`config.mk`:
```
export PLATFORM = sky130hd
export DESIGN_NAME = hall_cond
export DESIGN_NICKNAME = d
export VERILOG_FILES = /design/src/hall_cond_pkg.sv /design/src/hall_cond.sv
export VERILOG_INCLUDE_DIRS = /design/src
export SDC_FILE = /design/constraint.sdc
export NUM_CORES = 2
export LEC_CHECK = 0
export BUFFER_PORTS_ARGS = -buffer_cell sky130_fd_sc_hd__buf_2
export CORE_ASPECT_RATIO = 2
export CORE_MARGIN = 3
export CORE_UTILIZATION = 56
export DETAILED_ROUTE_END_ITERATION = 10
export PLACE_DENSITY_LB_ADDON = 0.08
export SLEW_MARGIN = 20
export SYNTH_ARGS = -nofsm -noshare
export SYNTH_HDL_FRONTEND = slang
export SYNTH_HIERARCHICAL = 1
export SYNTH_SLANG_ARGS = --single-unit
```
`constraint.sdc`:
```
create_clock -name clk_sys_in -period 40.4 [get_ports clk_sys_in]
set_input_delay 4.04 -clock clk_sys_in [delete_from_list [all_inputs] [get_ports clk_sys_in]]
set_output_delay 4.04 -clock clk_sys_in [all_outputs]
set_load 0.005 [all_outputs]
```
`src/hall_cond_regs.svh`:
```
// constants of the field signal conditioning path
// assumes a 250 MHz system clock; included by its bare name
`ifndef HALL_COND_REGS_SVH
`define HALL_COND_REGS_SVH
// program port word indices
`define IDX_MODE 4'h0
`define IDX_LIN_COEF 4'h1
`define IDX_QUAD_COEF 4'h2
`define IDX_TCGRP 4'h3
`define IDX_GAIN 4'h4
`define IDX_OFFS 4'h5
`define IDX_CLLO 4'h6
`define IDX_CLHI 4'h7
`define IDX_LOCK 4'h8
// converter_output_config fields
`define MODE_RNG_HI 9
`define MODE_FMT_HI 7
`define MODE_FMT_LO 5
`define MODE_FLT_HI 4
`define MODE_FLT_LO 3
`define MODE_RNG_LO_HI 2
`define MODE_RNG_LO_LO 1
// reset values and output maximum
`define RST_MODE 10'h000
`define RST_LIN_COEF 5'h0f
`define RST_QUAD_COEF 3'h1
`define RST_TCGRP 2'h1
`define RST_GAIN 14'h0800
`define RST_OFFS 15'h2000
`define RST_CLLO 14'h0000
`define RST_CLHI 14'h3fff
`define OUT_MAX 14'h3fff
// timing
`define CLK_PERIOD_NS 4
`define SAMPLE_NS 1000
`define SAMPLE_CYC (`SAMPLE_NS / `CLK_PERIOD_NS)
`define PWM_PERIOD_NS 8000000
`define PWM_STEPS 2048
`define PWM_STEP_CYC (`PWM_PERIOD_NS / `CLK_PERIOD_NS / `PWM_STEPS)
`define MUX_HOLD_NS 2000000
`define MUX_HOLD_CYC (`MUX_HOLD_NS / `CLK_PERIOD_NS)
`endif

```
`src/hall_cond_pkg.sv`:
```
// types of the field signal conditioning path
// assumes nothing beyond the regs header
package hall_cond_pkg;
  typedef enum logic [2:0] {FMT_ANALOG, FMT_MUX_CONT, FMT_MUX_EXT, FMT_BURN, FMT_PWM, FMT_PWM_INV} fmt_t;
  typedef enum logic [2:0] {RNG_15, RNG_30, RNG_60, RNG_80, RNG_100, RNG_150} range_t;
  typedef enum logic {HALF_LOW, HALF_HIGH} half_t;
endpackage

```
`src/hall_cond.sv`:
```
// field signal conditioning path: filter, gain, offset, clamp, output format
// assumes converter samples and die temperature arrive synchronous to clk_sys_in
//
// Contract
// - filter, gain, offset, then clamp before output
// - processed value stays within 0 to 16383
// - mode word field layout bits 9..0
// - range code from bit 9 and bits 2:1
// - bits 4:3 pick filter corner frequency
// - bits 7:5 pick output format
// - analog format drives 12-bit ratiometric code
// - multiplex splits 14 bits into halves
// - pull direction selects half in triggered mode
// - continuous multiplex sends low then high
// - burn-in drives path from internal saw-tooth
// - pwm: 11-bit duty, 8 ms period
// - duty loads only at period start
// - inverted pwm outputs 100 percent minus duty
// - gain drift uses 5-bit and 3-bit coefficients
// - four coefficient groups; two barred at 15 mT
// - gain signed, -4 to 4, fine steps
// - raw converter value readable separately
// - lock bit blocks all configuration writes
// - processed readback delivered bit reversed
// - processed readback zero outside analog format
// - new lock acts after next power cycle
`timescale 1ns/1ps
`default_nettype none
`include "hall_cond_regs.svh"

// sample buffer between converter and processing
module sample_fifo #(
  parameter int WIDTH = 16,
  parameter int DEPTH = 8
) (
  input wire logic clk_sys_in,
  input wire logic rst_n_in,
  input wire logic [WIDTH-1:0] wr_data_in,
  input wire logic wr_valid_in,
  output logic wr_ready_out,
  output logic [WIDTH-1:0] rd_data_out,
  output logic rd_valid_out,
  input wire logic rd_ready_in
);
  localparam int AW = $clog2(DEPTH);
  logic [WIDTH-1:0] mem [DEPTH];
  logic [AW-1:0] wp_reg, rp_reg;
  logic [AW:0] cnt_reg, cnt_next;
  logic push, pop;
  assign push = wr_valid_in && wr_ready_out;
  assign pop = rd_valid_out && rd_ready_in;
  // next fill level; ready is registered from it so the pin comes from a flop
  assign cnt_next = cnt_reg + (AW+1)'(push) - (AW+1)'(pop);
  assign rd_valid_out = cnt_reg != '0;
  assign rd_data_out = mem[rp_reg];
  // storage
  always_ff @(posedge clk_sys_in) begin
    if (push) begin
      mem[wp_reg] <= wr_data_in;
    end
  end
  // pointers and fill level
  always_ff @(posedge clk_sys_in) begin
    if (!rst_n_in) begin
      wp_reg <= '0;
      rp_reg <= '0;
      cnt_reg <= '0;
      wr_ready_out <= 1'b1;
    end else begin
      if (push) wp_reg <= (wp_reg == AW'(DEPTH-1)) ? '0 : wp_reg + 1'b1;
      if (pop) rp_reg <= (rp_reg == AW'(DEPTH-1)) ? '0 : rp_reg + 1'b1;
      cnt_reg <= cnt_next;
      wr_ready_out <= cnt_next != (AW+1)'(DEPTH);
    end
  end
endmodule

module hall_cond #(
  parameter int SAMPLE_CYC = `SAMPLE_CYC,
  parameter int PWM_STEP_CYC = `PWM_STEP_CYC,
  parameter int MUX_HOLD_CYC = `MUX_HOLD_CYC,
  parameter int FIFO_DEPTH = 8
) (
  input wire logic clk_sys_in,
  input wire logic rst_n_in,
  input wire logic factory_erase_in,
  input wire logic [15:0] adc_data_in,
  input wire logic adc_valid_in,
  output logic adc_ready_out,
  input wire logic signed [7:0] temp_delta_in,
  input wire logic prog_wr_in,
  input wire logic [3:0] prog_idx_in,
  input wire logic [14:0] prog_data_in,
  input wire logic pull_up_in,
  output logic [11:0] dac_code_out,
  output logic pwm_out,
  output hall_cond_pkg::half_t mux_half_out,
  output hall_cond_pkg::range_t range_sel_out,
  output logic [15:0] raw_readback_out,
  output logic [13:0] proc_readback_out,
  output logic lock_active_out
);
  import hall_cond_pkg::*;

  // non-volatile settings survive rst_n_in; only the erase strobe blanks them
  logic [9:0] mode_reg;
  logic [4:0] lin_coef_reg;
  logic [2:0] quad_coef_reg;
  logic [1:0] tcgrp_reg;
  logic [13:0] gain_reg;
  logic [14:0] offs_reg;
  logic [13:0] cllo_reg, clhi_reg;
  logic lock_stored_reg;
  logic cfg_wr;
  assign cfg_wr = prog_wr_in && !lock_active_out;
  always_ff @(posedge clk_sys_in) begin
    if (factory_erase_in) begin
      mode_reg <= `RST_MODE;
      lin_coef_reg <= `RST_LIN_COEF;
      quad_coef_reg <= `RST_QUAD_COEF;
      tcgrp_reg <= `RST_TCGRP;
      gain_reg <= `RST_GAIN;
      offs_reg <= `RST_OFFS;
      cllo_reg <= `RST_CLLO;
      clhi_reg <= `RST_CLHI;
      lock_stored_reg <= 1'b0;
    end else if (cfg_wr) begin
      unique case (prog_idx_in)
        `IDX_MODE: mode_reg <= prog_data_in[9:0];
        `IDX_LIN_COEF: lin_coef_reg <= prog_data_in[4:0];
        `IDX_QUAD_COEF: quad_coef_reg <= prog_data_in[2:0];
        `IDX_TCGRP: tcgrp_reg <= prog_data_in[1:0];
        `IDX_GAIN: gain_reg <= prog_data_in[13:0];
        `IDX_OFFS: offs_reg <= prog_data_in;
        `IDX_CLLO: cllo_reg <= prog_data_in[13:0];
        `IDX_CLHI: clhi_reg <= prog_data_in[13:0];
        `IDX_LOCK: lock_stored_reg <= lock_stored_reg | prog_data_in[0];
        default: ;
      endcase
    end
  end

  // lock takes hold only when reset (power-up) samples it
  always_ff @(posedge clk_sys_in) begin
    if (!rst_n_in) lock_active_out <= lock_stored_reg;
  end

  // mode word decode
  function automatic fmt_t fmt_of(input logic [2:0] b);
    unique case (b)
      3'h1: fmt_of = FMT_MUX_CONT;
      3'h3: fmt_of = FMT_MUX_EXT;
      3'h2: fmt_of = FMT_BURN;
      3'h6: fmt_of = FMT_PWM;
      3'h7: fmt_of = FMT_PWM_INV;
      default: fmt_of = FMT_ANALOG;
    endcase
  endfunction
  function automatic range_t range_of(input logic hi, input logic [1:0] lo);
    unique case ({hi, lo})
      3'h4: range_of = RNG_15;
      3'h1: range_of = RNG_60;
      3'h2: range_of = RNG_80;
      3'h3: range_of = RNG_100;
      3'h7: range_of = RNG_150;
      default: range_of = RNG_30;
    endcase
  endfunction
  fmt_t fmt;
  range_t rng;
  logic [3:0] flt_shift;
  assign fmt = fmt_of(mode_reg[`MODE_FMT_HI:`MODE_FMT_LO]);
  assign rng = range_of(mode_reg[`MODE_RNG_HI], mode_reg[`MODE_RNG_LO_HI:`MODE_RNG_LO_LO]);
  // corner to one-pole shift at the sample rate: 80 Hz, 2 kHz, 500 Hz, 1 kHz
  always_comb begin
    unique case (mode_reg[`MODE_FLT_HI:`MODE_FLT_LO])
      2'h0: flt_shift = 4'hb;
      2'h1: flt_shift = 4'h6;
      2'h2: flt_shift = 4'h8;
      default: flt_shift = 4'h7;
    endcase
  end

  // converter range steering
  always_ff @(posedge clk_sys_in) begin
    if (!rst_n_in) range_sel_out <= RNG_30;
    else range_sel_out <= rng;
  end

  // sample tick divider
  logic [15:0] smp_cnt_reg;
  logic tick;
  assign tick = smp_cnt_reg == 16'(SAMPLE_CYC - 1);
  always_ff @(posedge clk_sys_in) begin
    if (!rst_n_in || tick) smp_cnt_reg <= '0;
    else smp_cnt_reg <= smp_cnt_reg + 16'h0001;
  end

  // converter samples are buffered and drained one per tick
  logic [15:0] fifo_data;
  logic fifo_valid, take;
  sample_fifo #(.WIDTH(16), .DEPTH(FIFO_DEPTH)) u_fifo (
    .clk_sys_in(clk_sys_in),
    .rst_n_in(rst_n_in),
    .wr_data_in(adc_data_in),
    .wr_valid_in(adc_valid_in),
    .wr_ready_out(adc_ready_out),
    .rd_data_out(fifo_data),
    .rd_valid_out(fifo_valid),
    .rd_ready_in(tick)
  );
  assign take = tick && fifo_valid;

  // raw converter readback and burn-in saw-tooth
  logic [15:0] saw_reg;
  always_ff @(posedge clk_sys_in) begin
    if (!rst_n_in) begin
      raw_readback_out <= '0;
      saw_reg <= '0;
    end else begin
      if (take) raw_readback_out <= fifo_data;
      if (tick) saw_reg <= saw_reg + 16'h0040;
    end
  end

  // low-pass filter on the field or stimulus
  logic signed [31:0] acc_reg;
  logic signed [15:0] fin;
  logic step;
  assign fin = (fmt == FMT_BURN) ? $signed(saw_reg) : $signed(fifo_data);
  assign step = (fmt == FMT_BURN) ? tick : take;
  always_ff @(posedge clk_sys_in) begin
    if (!rst_n_in) acc_reg <= '0;
    else if (step) acc_reg <= acc_reg + (($signed({{4{fin[15]}}, fin, 12'h000}) - acc_reg) >>> flt_shift);
  end

  // gain drift over temperature, slope in ppm/K per group
  function automatic logic signed [12:0] coef_slope(input logic [1:0] g, input logic [4:0] lc);
    unique case (g)
      2'h0: coef_slope = 13'sd0 - 13'sd3100 + 13'(lc * 42);
      2'h2: coef_slope = 13'sd0 - 13'sd1750 + 13'(lc * 39);
      2'h3: coef_slope = 13'sd450 + 13'(lc * 18);
      default: coef_slope = 13'sd0 - 13'sd500 + 13'(lc * 31);
    endcase
  endfunction
  logic [1:0] grp;
  logic signed [12:0] slope;
  logic signed [3:0] quad;
  logic signed [23:0] corr;
  logic signed [39:0] gprod;
  logic signed [14:0] gain_eff;
  // groups barred at the narrowest range fall back to the default group
  assign grp = (rng == RNG_15 && !tcgrp_reg[0]) ? `RST_TCGRP : tcgrp_reg;
  assign slope = coef_slope(grp, lin_coef_reg);
  assign quad = $signed({1'b0, quad_coef_reg}) - 4'sd5;
  assign corr = 24'(slope * temp_delta_in) + 24'(quad * temp_delta_in * temp_delta_in);
  assign gprod = 40'($signed(gain_reg) * corr);
  // gain is Q2.11: -4 to just under 4
  assign gain_eff = $signed({gain_reg[13], gain_reg}) + 15'(gprod >>> 20);

  // multiply, add offset, clamp; one cycle after the filter step
  logic signed [31:0] fval, prod, sum, lo, hi;
  logic [13:0] res_reg;
  logic res_new_reg;
  assign fval = acc_reg >>> 12;
  assign prod = (fval * gain_eff) >>> 11;
  assign sum = prod + $signed({{17{offs_reg[14]}}, offs_reg});
  assign lo = $signed({18'h0, cllo_reg});
  assign hi = $signed({18'h0, clhi_reg});
  always_ff @(posedge clk_sys_in) begin
    if (!rst_n_in) begin
      res_reg <= '0;
      res_new_reg <= 1'b0;
    end else begin
      res_new_reg <= step;
      if (res_new_reg) begin
        if (sum < lo || sum < 0) res_reg <= (lo < 0) ? 14'h0000 : cllo_reg;
        else if (sum > hi) res_reg <= clhi_reg;
        else if (sum > 32'sd16383) res_reg <= `OUT_MAX;
        else res_reg <= sum[13:0];
      end
    end
  end

  // processed readback: bit reversed, live only in analog format
  function automatic logic [13:0] rev14(input logic [13:0] v);
    for (int i = 0; i < 14; i++) rev14[i] = v[13-i];
  endfunction
  always_ff @(posedge clk_sys_in) begin
    if (!rst_n_in) proc_readback_out <= '0;
    else if (fmt == FMT_ANALOG) proc_readback_out <= rev14(res_reg);
    else proc_readback_out <= '0;
  end

  // continuous multiplex half timer
  logic [23:0] hold_cnt_reg;
  half_t cont_half_reg, half;
  always_ff @(posedge clk_sys_in) begin
    if (!rst_n_in || fmt != FMT_MUX_CONT) begin
      hold_cnt_reg <= '0;
      cont_half_reg <= HALF_LOW;
    end else if (hold_cnt_reg == 24'(MUX_HOLD_CYC - 1)) begin
      hold_cnt_reg <= '0;
      cont_half_reg <= (cont_half_reg == HALF_LOW) ? HALF_HIGH : HALF_LOW;
    end else begin
      hold_cnt_reg <= hold_cnt_reg + 24'h000001;
    end
  end
  assign half = (fmt == FMT_MUX_EXT) ? (pull_up_in ? HALF_HIGH : HALF_LOW) : cont_half_reg;

  // analog code per format
  always_ff @(posedge clk_sys_in) begin
    if (!rst_n_in) begin
      dac_code_out <= '0;
      mux_half_out <= HALF_LOW;
    end else begin
      mux_half_out <= half;
      unique case (fmt)
        FMT_ANALOG, FMT_BURN: dac_code_out <= res_reg[13:2];
        FMT_MUX_CONT, FMT_MUX_EXT:
          dac_code_out <= {(half == HALF_HIGH) ? res_reg[13:7] : res_reg[6:0], 5'h00};
        default: dac_code_out <= '0;
      endcase
    end
  end

  // pwm: step enable, 11-bit phase, duty latched at period start
  logic [15:0] pstep_reg;
  logic [10:0] phase_reg, duty_reg;
  logic pen;
  assign pen = pstep_reg == 16'(PWM_STEP_CYC - 1);
  always_ff @(posedge clk_sys_in) begin
    if (!rst_n_in || pen) pstep_reg <= '0;
    else pstep_reg <= pstep_reg + 16'h0001;
  end
  always_ff @(posedge clk_sys_in) begin
    if (!rst_n_in) begin
      phase_reg <= '0;
      duty_reg <= '0;
    end else if (pen) begin
      phase_reg <= phase_reg + 11'h001;
      if (phase_reg == 11'h7ff) duty_reg <= res_reg[13:3];
    end
  end
  // the host reads duty at the falling edge since in FMT_PWM rising edges carry updates
  always_ff @(posedge clk_sys_in) begin
    if (!rst_n_in) pwm_out <= 1'b0;
    else if (fmt == FMT_PWM) pwm_out <= phase_reg < duty_reg;
    else if (fmt == FMT_PWM_INV) pwm_out <= phase_reg >= duty_reg;
    else pwm_out <= 1'b0;
  end

  // checks
  // out-of-range sums saturate to a clamp instead of wrapping
  a_res_range: assert property (@(posedge clk_sys_in) disable iff (!rst_n_in)
    res_new_reg && (sum > 32'sd16383 || sum < 0)
    |=> res_reg == (($past(sum) < 0) ? $past(cllo_reg) : $past(clhi_reg)))
    else $error("processed value not confined");
  a_clamp_bounds: assert property (@(posedge clk_sys_in) disable iff (!rst_n_in)
    res_new_reg && cllo_reg <= clhi_reg && $stable(cllo_reg) && $stable(clhi_reg)
    |=> res_reg >= $past(cllo_reg) && res_reg <= $past(clhi_reg)) else $error("clamp not honoured");
  a_readback_zero: assert property (@(posedge clk_sys_in) disable iff (!rst_n_in)
    fmt != FMT_ANALOG |=> proc_readback_out == '0) else $error("readback not zero");
  a_readback_rev: assert property (@(posedge clk_sys_in) disable iff (!rst_n_in)
    fmt == FMT_ANALOG |=> proc_readback_out[0] == $past(res_reg[13])
    && proc_readback_out[13] == $past(res_reg[0])) else $error("readback not reversed");
  a_duty_load: assert property (@(posedge clk_sys_in) disable iff (!rst_n_in)
    $changed(duty_reg) |-> phase_reg == 11'h000) else $error("duty changed mid period");
  a_pwm_inv: assert property (@(posedge clk_sys_in) disable iff (!rst_n_in)
    fmt == FMT_PWM_INV && $stable(fmt) |=> pwm_out == ($past(phase_reg) >= $past(duty_reg)))
    else $error("inverted pwm wrong");
  a_lock_block: assert property (@(posedge clk_sys_in) disable iff (!rst_n_in || factory_erase_in)
    lock_active_out |=> $stable(mode_reg) && $stable(gain_reg) && $stable(offs_reg))
    else $error("write passed lock");
  a_lock_late: assert property (@(posedge clk_sys_in) disable iff (!rst_n_in)
    $rose(lock_stored_reg) && !lock_active_out |=> !lock_active_out [*2])
    else $error("lock acted early");
  a_ext_half: assert property (@(posedge clk_sys_in) disable iff (!rst_n_in)
    fmt == FMT_MUX_EXT && pull_up_in |=> mux_half_out == HALF_HIGH
    && dac_code_out[11:5] == $past(res_reg[13:7])) else $error("wrong half sent");
  // a half only flips after it has stood its full hold time
  a_cont_order: assert property (@(posedge clk_sys_in) disable iff (!rst_n_in)
    fmt == FMT_MUX_CONT && $past(fmt) == FMT_MUX_CONT && $changed(cont_half_reg)
    |-> $past(hold_cnt_reg) == 24'(MUX_HOLD_CYC - 1)) else $error("continuous half timing broken");
  a_analog_code: assert property (@(posedge clk_sys_in) disable iff (!rst_n_in)
    fmt == FMT_ANALOG |=> dac_code_out == $past(res_reg[13:2])) else $error("analog code wrong");
  c_pwm_period: cover property (@(posedge clk_sys_in) fmt == FMT_PWM && $changed(duty_reg));
  c_mux_cont: cover property (@(posedge clk_sys_in) fmt == FMT_MUX_CONT && $rose(cont_half_reg));
  c_clamp_hit: cover property (@(posedge clk_sys_in) res_new_reg ##1 res_reg == clhi_reg);
  c_fifo_full: cover property (@(posedge clk_sys_in) !adc_ready_out);
endmodule
`default_nettype wire

```
==> impl_metrics.csv <==
group,metric,value,unit
logic_synthesis,ys.flop_type,"dfxtp_1",
min_path,hold_depth,1,
die,die-area,99600,um2
critical_path,r2r-end,"res_reg[1]$_SDFFE_PN0P_",
timing,skew,0.0202,ns
logic_synthesis,yosys_register_bits,402,
route,drt-total-wl,148000,um
critical_path,path_max_fanout,29,
logic_synthesis,synthTopCellsByArea,"fa_1 (30%), ha_1 (10%), dfxtp_1 (10%)",
logic_synthesis,ys_types,110,
logic_synthesis,synthCells,5878,
clocking,cts_hold_buf,0,
logic_synthesis,async_flop_share,0,%
finish,layout-drive-gt1-share,6.16,%
placed_design,dp_cells,7030,
placed_design,gp_congestion,0.930,
timing,finalCriticalPeriod,30.79,ns
clocking,cts_buffers,37,
timing,drv_slew,0,
clocking,cts_tree,"yes",
clocking,insertion_delay,0.58,ns
logic_synthesis,yosysTopAreaCell,"fa_1",
die,die_y,443,um
critical_path,slowest_delay,0.88,ns
clocking,ctsResizeCount,0,
logic_synthesis,yosysMostFrequentCell,"inv_1",
route,wl_per_cell,20.8,um
logic_synthesis,synth_common_cells,"inv_1 (1047), fa_1 (793), nand2_1 (744)",
critical_path,r2r_slack,11.94,ns
critical_path,cp-end-kind,"register",
timing,slew_headroom,26.1,%
timing,clock.fmax,32.5,MHz
route,drtPass1Iterations,6,
critical_path,slowest_stage,"a2111oi_0",
clocking,clockBufferDepth,3,
finish,largest_reg_flops,128,
logic_synthesis,netlist.area_leader.share,29.7,%
status,status,"finished, final reports clean",
critical_path,r2r_cells,100,
logic_synthesis,yosysSeqAreaShare,17.4,%
min_path,hold_path_class,"register to register",
die,start_util,56.8,%
die,boundaryPins,98,
timing,setup-tns-final,0,ns
finish,layout.nets,7149,
global_routing,grt_pass1_vias,44317,
global_routing,grt_pass1_wl,236000,um
placed_design,dp_hpwl,120000,um
clocking,clock_tree.root_cell,"clkbuf_16",
job,cap_violations,0,
timing,finalSetupViolCount,0,
global_routing,grt_util_all_layers,30.5,%
logic_synthesis,synth_warnings,6,
logic_synthesis,syn_area_per_cell,9.11,um2
critical_path,critPathMostFrequentCell,"fa_1",
min_path,min_from,"pstep_reg[0]$_SDFF_PP0_",
global_routing,grt_max_degree,77,
die,core_area,94300,um2
clocking,cts_max_level,2,
logic_synthesis,synth_edf_count,129,
logic_synthesis,synth_area,53500,um2
timing,fin_crit_sh,76.2,%
die,rows,159,
timing,finalHoldViolCount,0,
critical_path,crit_arrival,31.23,ns
route,drc_errors,0,
timing,rsz0062_at_grt,"false",
critical_path,r2r-start,"quad_coef_reg[0]$_SDFFE_PP1P_",
clocking,clock-sinks,402,
finish,area_delta_synth_final,5.90,%
timing,hold_ws,0.440,ns
placed_design,numPortBuffers,97,
timing,worstMarginPinSlew,1.11,ns
die,die_w,225,um
min_path,hold_path_end,"pstep_reg[0]$_SDFF_PP0_",
route,viasPerCell,5.72,
finish,instances_no_fill,7100,
critical_path,worstSetupStartpointType,"primary input",
clocking,post_cts_buffers,0,
route,drt_iter0_drc,1890,
critical_path,worstSetupPathType,"primary input to register",
global_routing,overflow,0,
clocking,path_clk_slew,0.07,ns
critical_path,required,40.84,ns
route,vias,40614,
logic_synthesis,syn_nets,7165,
critical_path,cp-startpoint,"temp_delta_in[2]",
global_routing,antenna_found_initial,2,
route,ant_nets,0,
-- cell type report --
class                      count  area (um2)
multi-input combinational   4196       39400
fill                        8514       37600
sequential                   402        9340
inverter                    1051        3950
clock buffer                  43        1000
antenna                        2        5.00
tap                         1207        1510
clock inverter                25         377
timing repair buffer         174        1060
-- layout by cell type, fill, tap and decap left out, types with 35 or more instances in the layout --
| cell type | netlist | final |
|---|---|---|
| nand2_1 | 744 | 744 |
| nand3_1 | 84 | 84 |
| and2_1 | 347 | 347 |
| clkbuf_16 | 0 | 39 |
| o21ai_0 | 112 | 111 |
| nor2_1 | 303 | 301 |
| edfxtp_1 | 129 | 129 |
| fa_1 | 793 | 793 |
| dfxtp_1 | 273 | 271 |
| nand2b_1 | 84 | 84 |
| inv_1 | 1047 | 1047 |
| a21oi_1 | 259 | 259 |
| buf_2 | 6 | 97 |
| nor2b_1 | 53 | 53 |
| mux2i_1 | 88 | 88 |
| a21o_1 | 58 | 58 |
| mux2_2 | 36 | 36 |
| nand4_1 | 35 | 35 |
| xnor2_1 | 177 | 167 |
| buf_4 | 2 | 77 |
| nor3_1 | 56 | 50 |
| xor2_1 | 88 | 88 |
| o21a_1 | 37 | 36 |
| ha_1 | 445 | 444 |
-- logic make-up after synthesis --
family,synth area share [%]
xor gates and xnor gates,4.44
and+or+nand+nor,16.4
AOI/OAI and AO/OA,8.50
adders and majority gates,40.1
muxes,4.07
buffers and inverters,9.11
DFF,17.4
-- metrics by stage --
step | area [um2] | utilization (%) | setup WS, ns
after floorplan | 53500 | - | 12.28
after global placement | 55300 | 58.6 | 9.67
after detailed placement | 55300 | 58.6 | 9.26
after CTS | 56700 | 60.1 | 9.83
after global routing | 56700 | 60.1 | 8.04
final | 56700 | 60.1 | 9.61
-- how the worst max path moves through the flow --
stage / endpoint / slack [ns] / cells after the start
after floorplan: res_reg[10]$_SDFFE_PN0P_ / 12.28 / 104
after global placement: res_reg[13]$_SDFFE_PN0P_ / 9.67 / 98
after detailed placement: res_reg[1]$_SDFFE_PN0P_ / 9.26 / 98
after CTS: res_reg[1]$_SDFFE_PN0P_ / 9.83 / 98
after global routing: res_reg[9]$_SDFFE_PN0P_ / 8.04 / 101
final: res_reg[1]$_SDFFE_PN0P_ / 9.61 / 98
-- layer usage --
| layer | vias to the layer above | part of all wire [%] | wire length (um) | global-route usage, % |
|---|---|---|---|---|
| met5 | - | 0 | 0 | 0 |
| met4 | 0 | 9.6 | 14300 | 23.7 |
| met3 | 604 | 3.4 | 5050 | 3.27 |
| met2 | 1092 | 57 | 84400 | 61.2 |
| met1 | 20347 | 30 | 44200 | 26.8 |
| li1 | 18571 | - | - | - |
-- worst max-delay path, delay by kind of cell --
| kind | cells | cell delay, ns |
|---|---|---|
| adders and majority gates | 30 | 13.47 |
| AOI/OAI and AO/OA | 27 | 6.30 |
| and+or+nand+nor | 18 | 3.36 |
| xor gates and xnor gates | 7 | 2.09 |
| buffers and inverters | 15 | 1.58 |
| muxes | 1 | 0.30 |
Power is left out: the tool's default activity adds up to more than one toggle a clock period on the data nets, which glitch-free logic cannot reach.
